**src/design/ppr_pkg.sv**
```systemverilog
// constants and types for the peripheral pin remap block
// Operation
// - each peripheral input has a 5-bit selector; value n picks remap pin n.
// - selector values beyond this variant's pin count reach no pin.
// - input and output routing are chosen independently of each other.
// - each remap pin has a 5-bit selector choosing the driving peripheral.
// - output code 00000 drives nothing; pin stays with its port logic.
// - code 00011 routes serial transmit, 00100 serial request-to-send.
// - codes 00111, 01000, 01001 route spi data, clock, select out.
// - codes 10010 and 10011 route compare unit one and two outputs.
// - while locked, routing writes complete but leave contents unchanged.
// - lock is bit 6 of oscillator control; one blocks, zero permits.
// - lock changes only after keys 0x46 then 0x57 to the low byte.
// - lock holds its state until explicitly changed by the sequence.
// - shadow copies are compared continuously; a difference forces reset.
// - with fuse bit 5 set, a set lock can be cleared only by reset.
// - fuse unprogrammed is one, one session; zero allows unlimited sessions.
// - input selectors reset to 11111, which ties the input to ground.
package ppr_pkg;
    localparam int NUM_PINS = 26;
    localparam int NUM_INS = 14;
    localparam int AW = 8;
    localparam int DW = 16;
    localparam int SW = 5;
    localparam logic [AW-1:0] IN_BASE = 8'h00;
    localparam logic [AW-1:0] OUT_BASE = 8'h20;
    localparam logic [AW-1:0] OSC_CTRL_ADDR = 8'h40;
    localparam logic [AW-1:0] STATUS_ADDR = 8'h41;
    localparam int LOCK_BIT = 6;
    localparam int FUSE_BIT = 5;
    localparam logic [7:0] KEY_ONE = 8'h46;
    localparam logic [7:0] KEY_TWO = 8'h57;
    localparam logic [SW-1:0] IN_RESET = 5'h1F;
    localparam logic [SW-1:0] IN_GROUND = 5'h1F;
    localparam logic [SW-1:0] OUT_RESET = 5'h00;
    localparam logic [SW-1:0] OUT_NULL = 5'h00;
    localparam logic [SW-1:0] OUT_TX = 5'h03;
    localparam logic [SW-1:0] OUT_RTS = 5'h04;
    localparam logic [SW-1:0] OUT_SDO = 5'h07;
    localparam logic [SW-1:0] OUT_SCK = 5'h08;
    localparam logic [SW-1:0] OUT_SS = 5'h09;
    localparam logic [SW-1:0] OUT_OC1 = 5'h12;
    localparam logic [SW-1:0] OUT_OC2 = 5'h13;
    localparam logic LOCK_RESET = 1'b0;
    typedef enum logic [1:0] {
        PPR_IDLE = 2'b00,
        PPR_KEY1 = 2'b01,
        PPR_KEY2 = 2'b10
    } ppr_seq_t;
endpackage

```
**src/design/ppr_top.sv**
```systemverilog
// peripheral pin remap matrix with write lock and shadow monitor
`timescale 1ns/1ps
`default_nettype none
module ppr_top import ppr_pkg::*; (
    input wire logic i_clk,
    input wire logic i_resetn,
    input wire logic [AW-1:0] i_addr,
    input wire logic [DW-1:0] i_wdata,
    input wire logic i_wr,
    input wire logic i_rd,
    output logic [DW-1:0] o_rdata,
    input wire logic [7:0] i_osc_config_word,
    input wire logic [NUM_PINS-1:0] i_pin_in,
    output logic [NUM_INS-1:0] o_periph_in,
    input wire logic i_serial_tx_out,
    input wire logic i_serial_rts_out,
    input wire logic i_spi_data_out,
    input wire logic i_spi_clock_out,
    input wire logic i_spi_select_out,
    input wire logic i_compare_one_out,
    input wire logic i_compare_two_out,
    output logic [NUM_PINS-1:0] o_pin_out,
    output logic [NUM_PINS-1:0] o_pin_remap_active,
    output logic o_route_write_lock,
    output logic o_config_mismatch_reset
);
    logic [SW-1:0] input_route_regs [NUM_INS];
    logic [SW-1:0] input_shadow [NUM_INS];
    logic [SW-1:0] output_route_regs [NUM_PINS];
    logic [SW-1:0] output_shadow [NUM_PINS];
    logic route_write_lock;
    logic lock_ever_set;
    ppr_seq_t seq;
    ppr_seq_t next_seq;
    logic [DW-1:0] next_rdata;
    logic [NUM_INS-1:0] in_diff;
    logic [NUM_PINS-1:0] out_diff;

    wire single_session_lock_fuse = i_osc_config_word[FUSE_BIT];
    wire route_we = i_wr && !route_write_lock;
    wire osc_wr = i_wr && (i_addr == OSC_CTRL_ADDR);
    wire wr_lock_val = i_wdata[LOCK_BIT];
    // a once-set lock may not drop while the fuse asks for one session
    wire clear_refused = single_session_lock_fuse & lock_ever_set;
    wire lock_update = (seq == PPR_KEY2) && osc_wr;
    wire any_access = i_wr || i_rd;

    // output code decode, shared by all pins
    function automatic logic route_value(input logic [SW-1:0] code,
                                         input logic [6:0] src);
        logic v;
        v = 1'b0;
        case (code)
            OUT_TX: v = src[0];
            OUT_RTS: v = src[1];
            OUT_SDO: v = src[2];
            OUT_SCK: v = src[3];
            OUT_SS: v = src[4];
            OUT_OC1: v = src[5];
            OUT_OC2: v = src[6];
            default: v = 1'b0;
        endcase
        return v;
    endfunction

    function automatic logic code_known(input logic [SW-1:0] code);
        logic k;
        k = 1'b0;
        case (code)
            OUT_TX, OUT_RTS, OUT_SDO, OUT_SCK, OUT_SS, OUT_OC1, OUT_OC2:
                k = 1'b1;
            default: k = 1'b0;
        endcase
        return k;
    endfunction

    wire [6:0] periph_src = {i_compare_two_out, i_compare_one_out,
                             i_spi_select_out, i_spi_clock_out,
                             i_spi_data_out, i_serial_rts_out,
                             i_serial_tx_out};

    genvar gi;
    generate
        for (gi = 0; gi < NUM_INS; gi++) begin : g_in
            wire sel_wr = route_we && (i_addr == IN_BASE + AW'(gi));
            wire [SW-1:0] sel = input_route_regs[gi];
            // out-of-range codes, ground code among them, read as low
            wire pin_ok = (sel < SW'(NUM_PINS));
            wire pin_val = pin_ok ? i_pin_in[sel] : 1'b0;
            always_ff @(posedge i_clk) begin
                if (!i_resetn) begin
                    input_route_regs[gi] <= IN_RESET;
                    input_shadow[gi] <= IN_RESET;
                    o_periph_in[gi] <= 1'b0;
                end else begin
                    if (sel_wr) begin
                        input_route_regs[gi] <= i_wdata[SW-1:0];
                        input_shadow[gi] <= i_wdata[SW-1:0];
                    end
                    o_periph_in[gi] <= pin_val;
                end
            end
            assign in_diff[gi] = input_route_regs[gi] != input_shadow[gi];
        end
        for (gi = 0; gi < NUM_PINS; gi++) begin : g_out
            wire sel_wr = route_we && (i_addr == OUT_BASE + AW'(gi));
            wire [SW-1:0] sel = output_route_regs[gi];
            // unknown codes behave like null so no pin floats to garbage
            wire active = code_known(sel);
            always_ff @(posedge i_clk) begin
                if (!i_resetn) begin
                    output_route_regs[gi] <= OUT_RESET;
                    output_shadow[gi] <= OUT_RESET;
                    o_pin_out[gi] <= 1'b0;
                    o_pin_remap_active[gi] <= 1'b0;
                end else begin
                    if (sel_wr) begin
                        output_route_regs[gi] <= i_wdata[SW-1:0];
                        output_shadow[gi] <= i_wdata[SW-1:0];
                    end
                    o_pin_out[gi] <= route_value(sel, periph_src);
                    o_pin_remap_active[gi] <= active;
                end
            end
            assign out_diff[gi] = output_route_regs[gi] != output_shadow[gi];
        end
    endgenerate

    // key sequence; idle cycles between strobes do not abort it
    always_comb begin
        next_seq = seq;
        case (seq)
            PPR_IDLE: begin
                if (osc_wr && i_wdata[7:0] == KEY_ONE) begin
                    next_seq = PPR_KEY1;
                end
            end
            PPR_KEY1: begin
                if (osc_wr && i_wdata[7:0] == KEY_TWO) begin
                    next_seq = PPR_KEY2;
                end else if (any_access) begin
                    next_seq = PPR_IDLE;
                end
            end
            PPR_KEY2: begin
                if (any_access) begin
                    next_seq = PPR_IDLE;
                end
            end
            default: next_seq = PPR_IDLE;
        endcase
    end

    always_ff @(posedge i_clk) begin
        if (!i_resetn) begin
            seq <= PPR_IDLE;
            route_write_lock <= LOCK_RESET;
            lock_ever_set <= 1'b0;
        end else begin
            seq <= next_seq;
            if (lock_update && (wr_lock_val || !clear_refused)) begin
                route_write_lock <= wr_lock_val;
            end
            if (lock_update && wr_lock_val) begin
                lock_ever_set <= 1'b1;
            end
        end
    end

    always_comb begin
        next_rdata = '0;
        for (int k = 0; k < NUM_INS; k++) begin
            if (i_addr == IN_BASE + AW'(k)) begin
                next_rdata = DW'(input_route_regs[k]);
            end
        end
        for (int k = 0; k < NUM_PINS; k++) begin
            if (i_addr == OUT_BASE + AW'(k)) begin
                next_rdata = DW'(output_route_regs[k]);
            end
        end
        if (i_addr == OSC_CTRL_ADDR) begin
            next_rdata[LOCK_BIT] = route_write_lock;
        end
        if (i_addr == STATUS_ADDR) begin
            next_rdata = {12'h000, lock_ever_set, o_config_mismatch_reset,
                          seq};
        end
    end

    always_ff @(posedge i_clk) begin
        if (!i_resetn) begin
            o_rdata <= '0;
            o_config_mismatch_reset <= 1'b0;
        end else begin
            o_rdata <= i_rd ? next_rdata : '0;
            o_config_mismatch_reset <= |in_diff || |out_diff;
        end
    end

    assign o_route_write_lock = route_write_lock;
endmodule
`default_nettype wire

```
**config.mk**
```make
export PLATFORM = sky130hd
export DESIGN_NAME = ppr_top
export DESIGN_NICKNAME = d
export VERILOG_FILES = /design/src/design/ppr_pkg.sv /design/src/design/ppr_top.sv
export SDC_FILE = /design/constraint.sdc
export NUM_CORES = 1
export LEC_CHECK = 0
export BUFFER_PORTS_ARGS = -buffer_cell sky130_fd_sc_hd__buf_2
export CORE_MARGIN = 5
export CORE_UTILIZATION = 35
export DETAILED_ROUTE_END_ITERATION = 6
export GPL_ROUTABILITY_DRIVEN = 0
export PLACE_DENSITY = 0.53
export SYNTH_ARGS = -nofsm -noshare
export SYNTH_HDL_FRONTEND = slang
export SYNTH_SLANG_ARGS = --single-unit
```
**constraint.sdc**
```tcl
create_clock -name i_clk -period 7.2 [get_ports i_clk]
set_input_delay 1.08 -clock i_clk [delete_from_list [all_inputs] [get_ports i_clk]]
set_output_delay 1.08 -clock i_clk [all_outputs]
set_load 0.02 [all_outputs]
```
After elaboration in Yosys (flattened, before gate mapping)
Memories as Yosys holds them, arrays and structs flattened.
Index checks and enable logic that the tools add are counted.
Widths: inputs -> output; s select.
{"block": "word_totals", "ff_bits": 87, "word_cells": 882, "mem_count": 4, "ramBits": 400, "output_inout_bits": 84, "inputBits": 69}
{"block": "op_classes", "n_reduce_logical": 99, "bitwise_logic": 83, "muxes": 327, "order_cmp": 28, "n_eq_ne": 268}
{"memory": "output_route_regs", "words": 26, "word_bits": 5, "read_ports": 26, "rd_clocked_by_memory_dff": 0, "write_ports": 26, "line_no": "ppr_top.sv:29", "rtl": "logic [SW-1:0] output_route_regs [NUM_PINS];"}
{"memory": "output_shadow", "words": 26, "word_bits": 5, "read_ports": 26, "rd_clocked_by_memory_dff": 0, "write_ports": 26, "line_no": "ppr_top.sv:30", "rtl": "logic [SW-1:0] output_shadow [NUM_PINS];"}
{"memory": "input_route_regs", "words": 14, "word_bits": 5, "read_ports": 14, "rd_clocked_by_memory_dff": 0, "write_ports": 14, "line_no": "ppr_top.sv:27", "rtl": "logic [SW-1:0] input_route_regs [NUM_INS];"}
{"memory": "input_shadow", "words": 14, "word_bits": 5, "read_ports": 14, "rd_clocked_by_memory_dff": 0, "write_ports": 14, "line_no": "ppr_top.sv:28", "rtl": "logic [SW-1:0] input_shadow [NUM_INS];"}
{"operator": "$mux 5", "n": 81}
{"operator": "$mux 7", "n": 39}
{"operator": "$eq 5x3->1 const B", "n": 52}
{"operator": "$eq 5x4->1 const B", "n": 52}
{"operator": "$eq 5x5->1 const B", "n": 52}
{"operator": "$eq 8x6->1 const B", "n": 26}
{"operator": "$ne 5x5->1", "n": 40}
{"operator": "$pmux 1 s7", "n": 26}
{"operator": "$reduce_or 7->1", "n": 26}
{"operator": "$mux 1", "n": 162}
{"operator": "$eq 5x2->1 const B", "n": 26}
{"operator": "$lt 5x6->1 const B", "n": 14}
{"operator": "$or 1x1->1", "n": 80}
{"operator": "$bmux 1 s5", "n": 14}
{"operator": "$lt 5x5->1 const B", "n": 14}
{"operator": "$eq 8x4->1 const B", "n": 6}
{"operator": "$logic_and 1x1->1", "n": 47}
{"operator": "$reduce_or 42->1", "n": 1}
{"operator": "$eq 8x3->1 const B", "n": 4}
{"operator": "$eq 8x7->1 const B", "n": 4}
{"operator": "$reduce_and 2->1", "n": 15}
{"operator": "$reduce_or 26->1", "n": 1}
{"operator": "$eq 8x2->1 const B", "n": 2}
{"operator": "$reduce_or 14->1", "n": 1}
{"operator": "14 further kinds", "n": 20}

Longest topological paths before layout
{"block": "depth", "depth_word": 42, "depth_mapped": 12, "ltp_nobuf": 7}

Worst setup path before layout
OpenSTA, ideal clock, no wires.
{"block": "synth_timing", "path_kind": "input to register", "start": "in i_addr[0]", "end": "mem output_route_regs[20][0], in the netlist output_route_regs[1][20] (enable)", "arrival_ns": 2.769, "setup_time_ns": 0.374, "stages": 6, "n_path_buf": 3, "required_ns": 6.826, "path_slack_ns": 4.057, "cell_sequence": "buf_2 > buf_2 > buf_2 > nor4b_1 > nand2_1 > o21ai_0"}
{"element": "start, declared", "line_no": "ppr_top.sv:7", "rtl": "input wire logic [AW-1:0] i_addr,"}
{"element": "end, declared", "line_no": "ppr_top.sv:29"}

Worst setup path after layout
{"block": "layout_timing", "start": "in i_addr[1]", "end": "reg o_rdata[2]"}
{"block": "layout_via", "elab_chain_len": 42, "elab_cells_between_ends": 82, "cone_classes": "40 x eq/ne; 41 x mux; 1 x reduce/logical"}
{"element": "$logic_not 8->1", "line_no": "ppr_top.sv:173", "rtl": "if (i_addr == IN_BASE + AW'(k)) begin"}
{"element": "$mux 5", "line_no": "ppr_top.sv:173"}
{"element": "$mux 7 (13 in a row)", "line_no": "ppr_top.sv:173"}
{"element": "$mux 7 (26 in a row)", "line_no": "ppr_top.sv:178", "rtl": "if (i_addr == OUT_BASE + AW'(k)) begin"}
{"element": "$mux 4 *", "line_no": "ppr_top.sv:185", "rtl": "if (i_addr == STATUS_ADDR) begin"}
{"element": "end signal, assigned", "line_no": "ppr_top.sv:196", "rtl": "o_rdata <= i_rd ? next_rdata : '0;"}
{"element": "end, declared", "line_no": "ppr_top.sv:11", "rtl": "output logic [DW-1:0] o_rdata,"}
Every way passes the cells marked *; elsewhere a longest branch is shown, timed or not.
A chain may end at the register's enable or synchronous reset.

==> results.txt <==
1st-pass router iterations - 7
post-synth top area share - 0.3343
Worst EP arrival - 4400 ps
CP required - 7610 ps
Final WS setup - 3213 ps
failing checks - DRC
FFs w/ async S/R, synth - 0
register area share after synthesis - 0.4190
PortBufs - 126
RSZ-0062 raised after global routing - false
vias - 16200
status - finished with violations
post-detail-place hpwl - 45.01 mm
Synth Warn # - 0
DRC violations left - 7
Total Wirelength - 67.62 mm
fin. max-slew vios - 0
clock slew at reported path FFs - 60 ps
Area growth syn-to-layout - 12.08%
critical path type - in2reg
Root Driver - clkbuf_16
hold_buf cts - 0
Final #Nets - 1929
cell count after synthesis - 1832
DR iter-0 viols - 1892
first-pass GRT wire length - 99.01 mm
Critical Path End Type - register
routed vias/inst - 6.311
max_cap viols - 0
crit start category - input pin
largest cells by area after synthesis - edfxtp_1 33%, mux4_2 12%, dfxtp_1 8.5%
Slew @ Worst Pin - 1304 ps
Starting Density - 0.3516
post-layout util - 0.3941
f_max - 250.8 MHz
Worst VDD drop - 0.0001562 V
clk_skew - 30.08 ps
H-tree Lvls - 2
Post-DRT Antenna Nets - 0
min cycle time layout - 3987 ps
antenna cells - 0
Post-synth EDFFs - 200
total track usage - 0.2301
Avg WL per Cell - 26.34 um
top_reg_cell synth - edfxtp_1
initial antenna violation count - 1
chip height - 236.6 um
fraction of layout cells with a size suffix above 1 - 0.1818
Syn Area/Cell - 9.805 sq um
endpoints failing setup - 0
Max FO, Critical Path - 41
clk buf depth - 3
mapped cell area - 0.01796 sq mm
largest net degree at the start of global routing - 52
Max-slew headroom - 0.1234
Placement Setup Slack - 2856 ps
Yosys reg bits - 276
TritonCTS Sinks - 276
Resized Gates After CTS - 0
Distinct cells, synth - 80
later-pin clock latency in the skew report - 570 ps
Leak - 6.863 nW
# rows - 83
CTS buffer count - 35
die width - 236.6 um
Hold WC Path Type - reg2reg
Post CTS Setup Buffer Count - 0
PwrDens - 215.3 mW/mm^2
# IOs - 153
vias in the first global route - 15370
CTS tree - yes
endpoints failing hold - 0
area leader, netlist - edfxtp_1
core area - 0.05109 sq mm
setup TNS - 0 ps
fin crit share - 0.5538
Congestion Overflow GR - 0
full die area - 0.05596 sq mm
-- cell usage after synthesis (6+ instances only) --
cell,n
nor2_1,301
edfxtp_1,200
nand2_1,151
clkbuf_1,126
o21ai_0,109
a21oi_1,107
mux4_2,98
dfxtp_1,76
mux2i_1,58
or3_1,51
nor3_1,35
nor2b_1,32
nand3b_1,27
and3_1,26
nand3_1,25
and2_1,23
a22oi_1,22
o211ai_1,22
a22o_1,19
buf_2,19
buf_4,18
a211oi_1,17
a221oi_1,17
nor3b_1,17
o22ai_1,17
o32a_1,14
a31oi_1,13
inv_1,13
o21a_1,13
mux2_2,10
o221ai_1,10
nand4_1,9
nor4bb_1,9
nand2b_1,7
o2111ai_1,7
a222oi_1,6
and3b_1,6
-- placed cells by master (no fill, tap or decap), types with 14 or more instances in the layout --
master     instances
a211oi_1          17
a21oi_1          107
a221oi_1          17
a22o_1            19
a22oi_1           22
and2_1            23
and3_1            26
buf_2            126
buf_4             24
clkbuf_16         36
dfxtp_1           76
edfxtp_1         200
mux2i_1           58
mux4_2            98
nand2_1          151
nand3_1           25
nand3b_1          27
nor2_1           301
nor2b_1           32
nor3_1            35
nor3b_1           17
o211ai_1          22
o21ai_0          109
o22ai_1           17
o32a_1            14
or3_1             51
-- metal layers --
metal	vias to the layer above	GRT usage	part of all wire
li1	7043	-	-
met1	7947	0.3122	0.39
met2	1029	0.3668	0.46
met3	180	0.04868	0.11
met4	2	0.08134	0.036
met5	-	0	0.00010
-- path summary, 6_finish.rpt --
path                                      endpoint  slack (ps)                             from  cells after the start
setup / recovery             o_rdata[2]$_SDFF_PP0_        3210                        i_addr[1]                      9
hold / removal          lock_ever_set$_SDFFE_PN0P_         510       lock_ever_set$_SDFFE_PN0P_                      2
setup reg to reg  input_shadow[0][1]$_SDFFCE_PN1P_        4470  o_route_write_lock$_SDFFE_PN0P_                      5
hold reg to reg         lock_ever_set$_SDFFE_PN0P_         510       lock_ever_set$_SDFFE_PN0P_                      2
-- cell type report --
type / count / area [sq um]
inverter: 13 / 48.80
multi-input combinational: 1384 / 9706
clock buffer: 46 / 978.4
timing repair buffer: 150 / 810.8
tap: 680 / 850.8
sequential: 276 / 7527
clock inverter: 18 / 212.7
fill: 5081 / 30960
-- cells by family (layout without fill, tap and decap cells) --
logic type      Yosys count  after routing  synth area share
buf+inv                 182            227           0.04360
simple gates            769            769            0.2154
compound gates          438            438            0.1603
flops                   276            276            0.4190
mux                     166            166            0.1615
other cells               1             11         0.0002088
-- flip-flops by register name, summed over array words and instances, names as in the netlist, 2 cells and up --
register	count
input_shadow	70
o_periph_in	14
o_pin_out	26
o_pin_remap_active	26
o_rdata	6
output_route_regs	65
output_shadow	65
seq	2
-- where the power goes --
part,leakage [nW],switching [mW],internal [mW]
Clock,0.588,0.743,1.11
Sequential,2.56,0.123,1.78
Combinational,3.71,0.346,0.231
-- per-stage QoR --
stage	area [sq um]	power, mW	instances	hold WS [ps]
final	20130	4.335	2567	508.7
after global routing	20130	4.461	2567	561.0
after CTS	20130	4.350	2567	512.0
after detailed placement	18940	2.501	2503	502.4
after global placement	18940	2.491	2503	486.9
after floorplan	18000	2.287	1842	447.8
-- critical path, cell delays in order --
cell and delay, ps:
buf_2 680, buf_4 400, or4b_1 460, nor2_1 190
a2111oi_0 580, and3_1 280, o31ai_1 110, a21oi_1 410
o21ai_1 190
No activity file was read; power rests on OpenSTA's default activity.
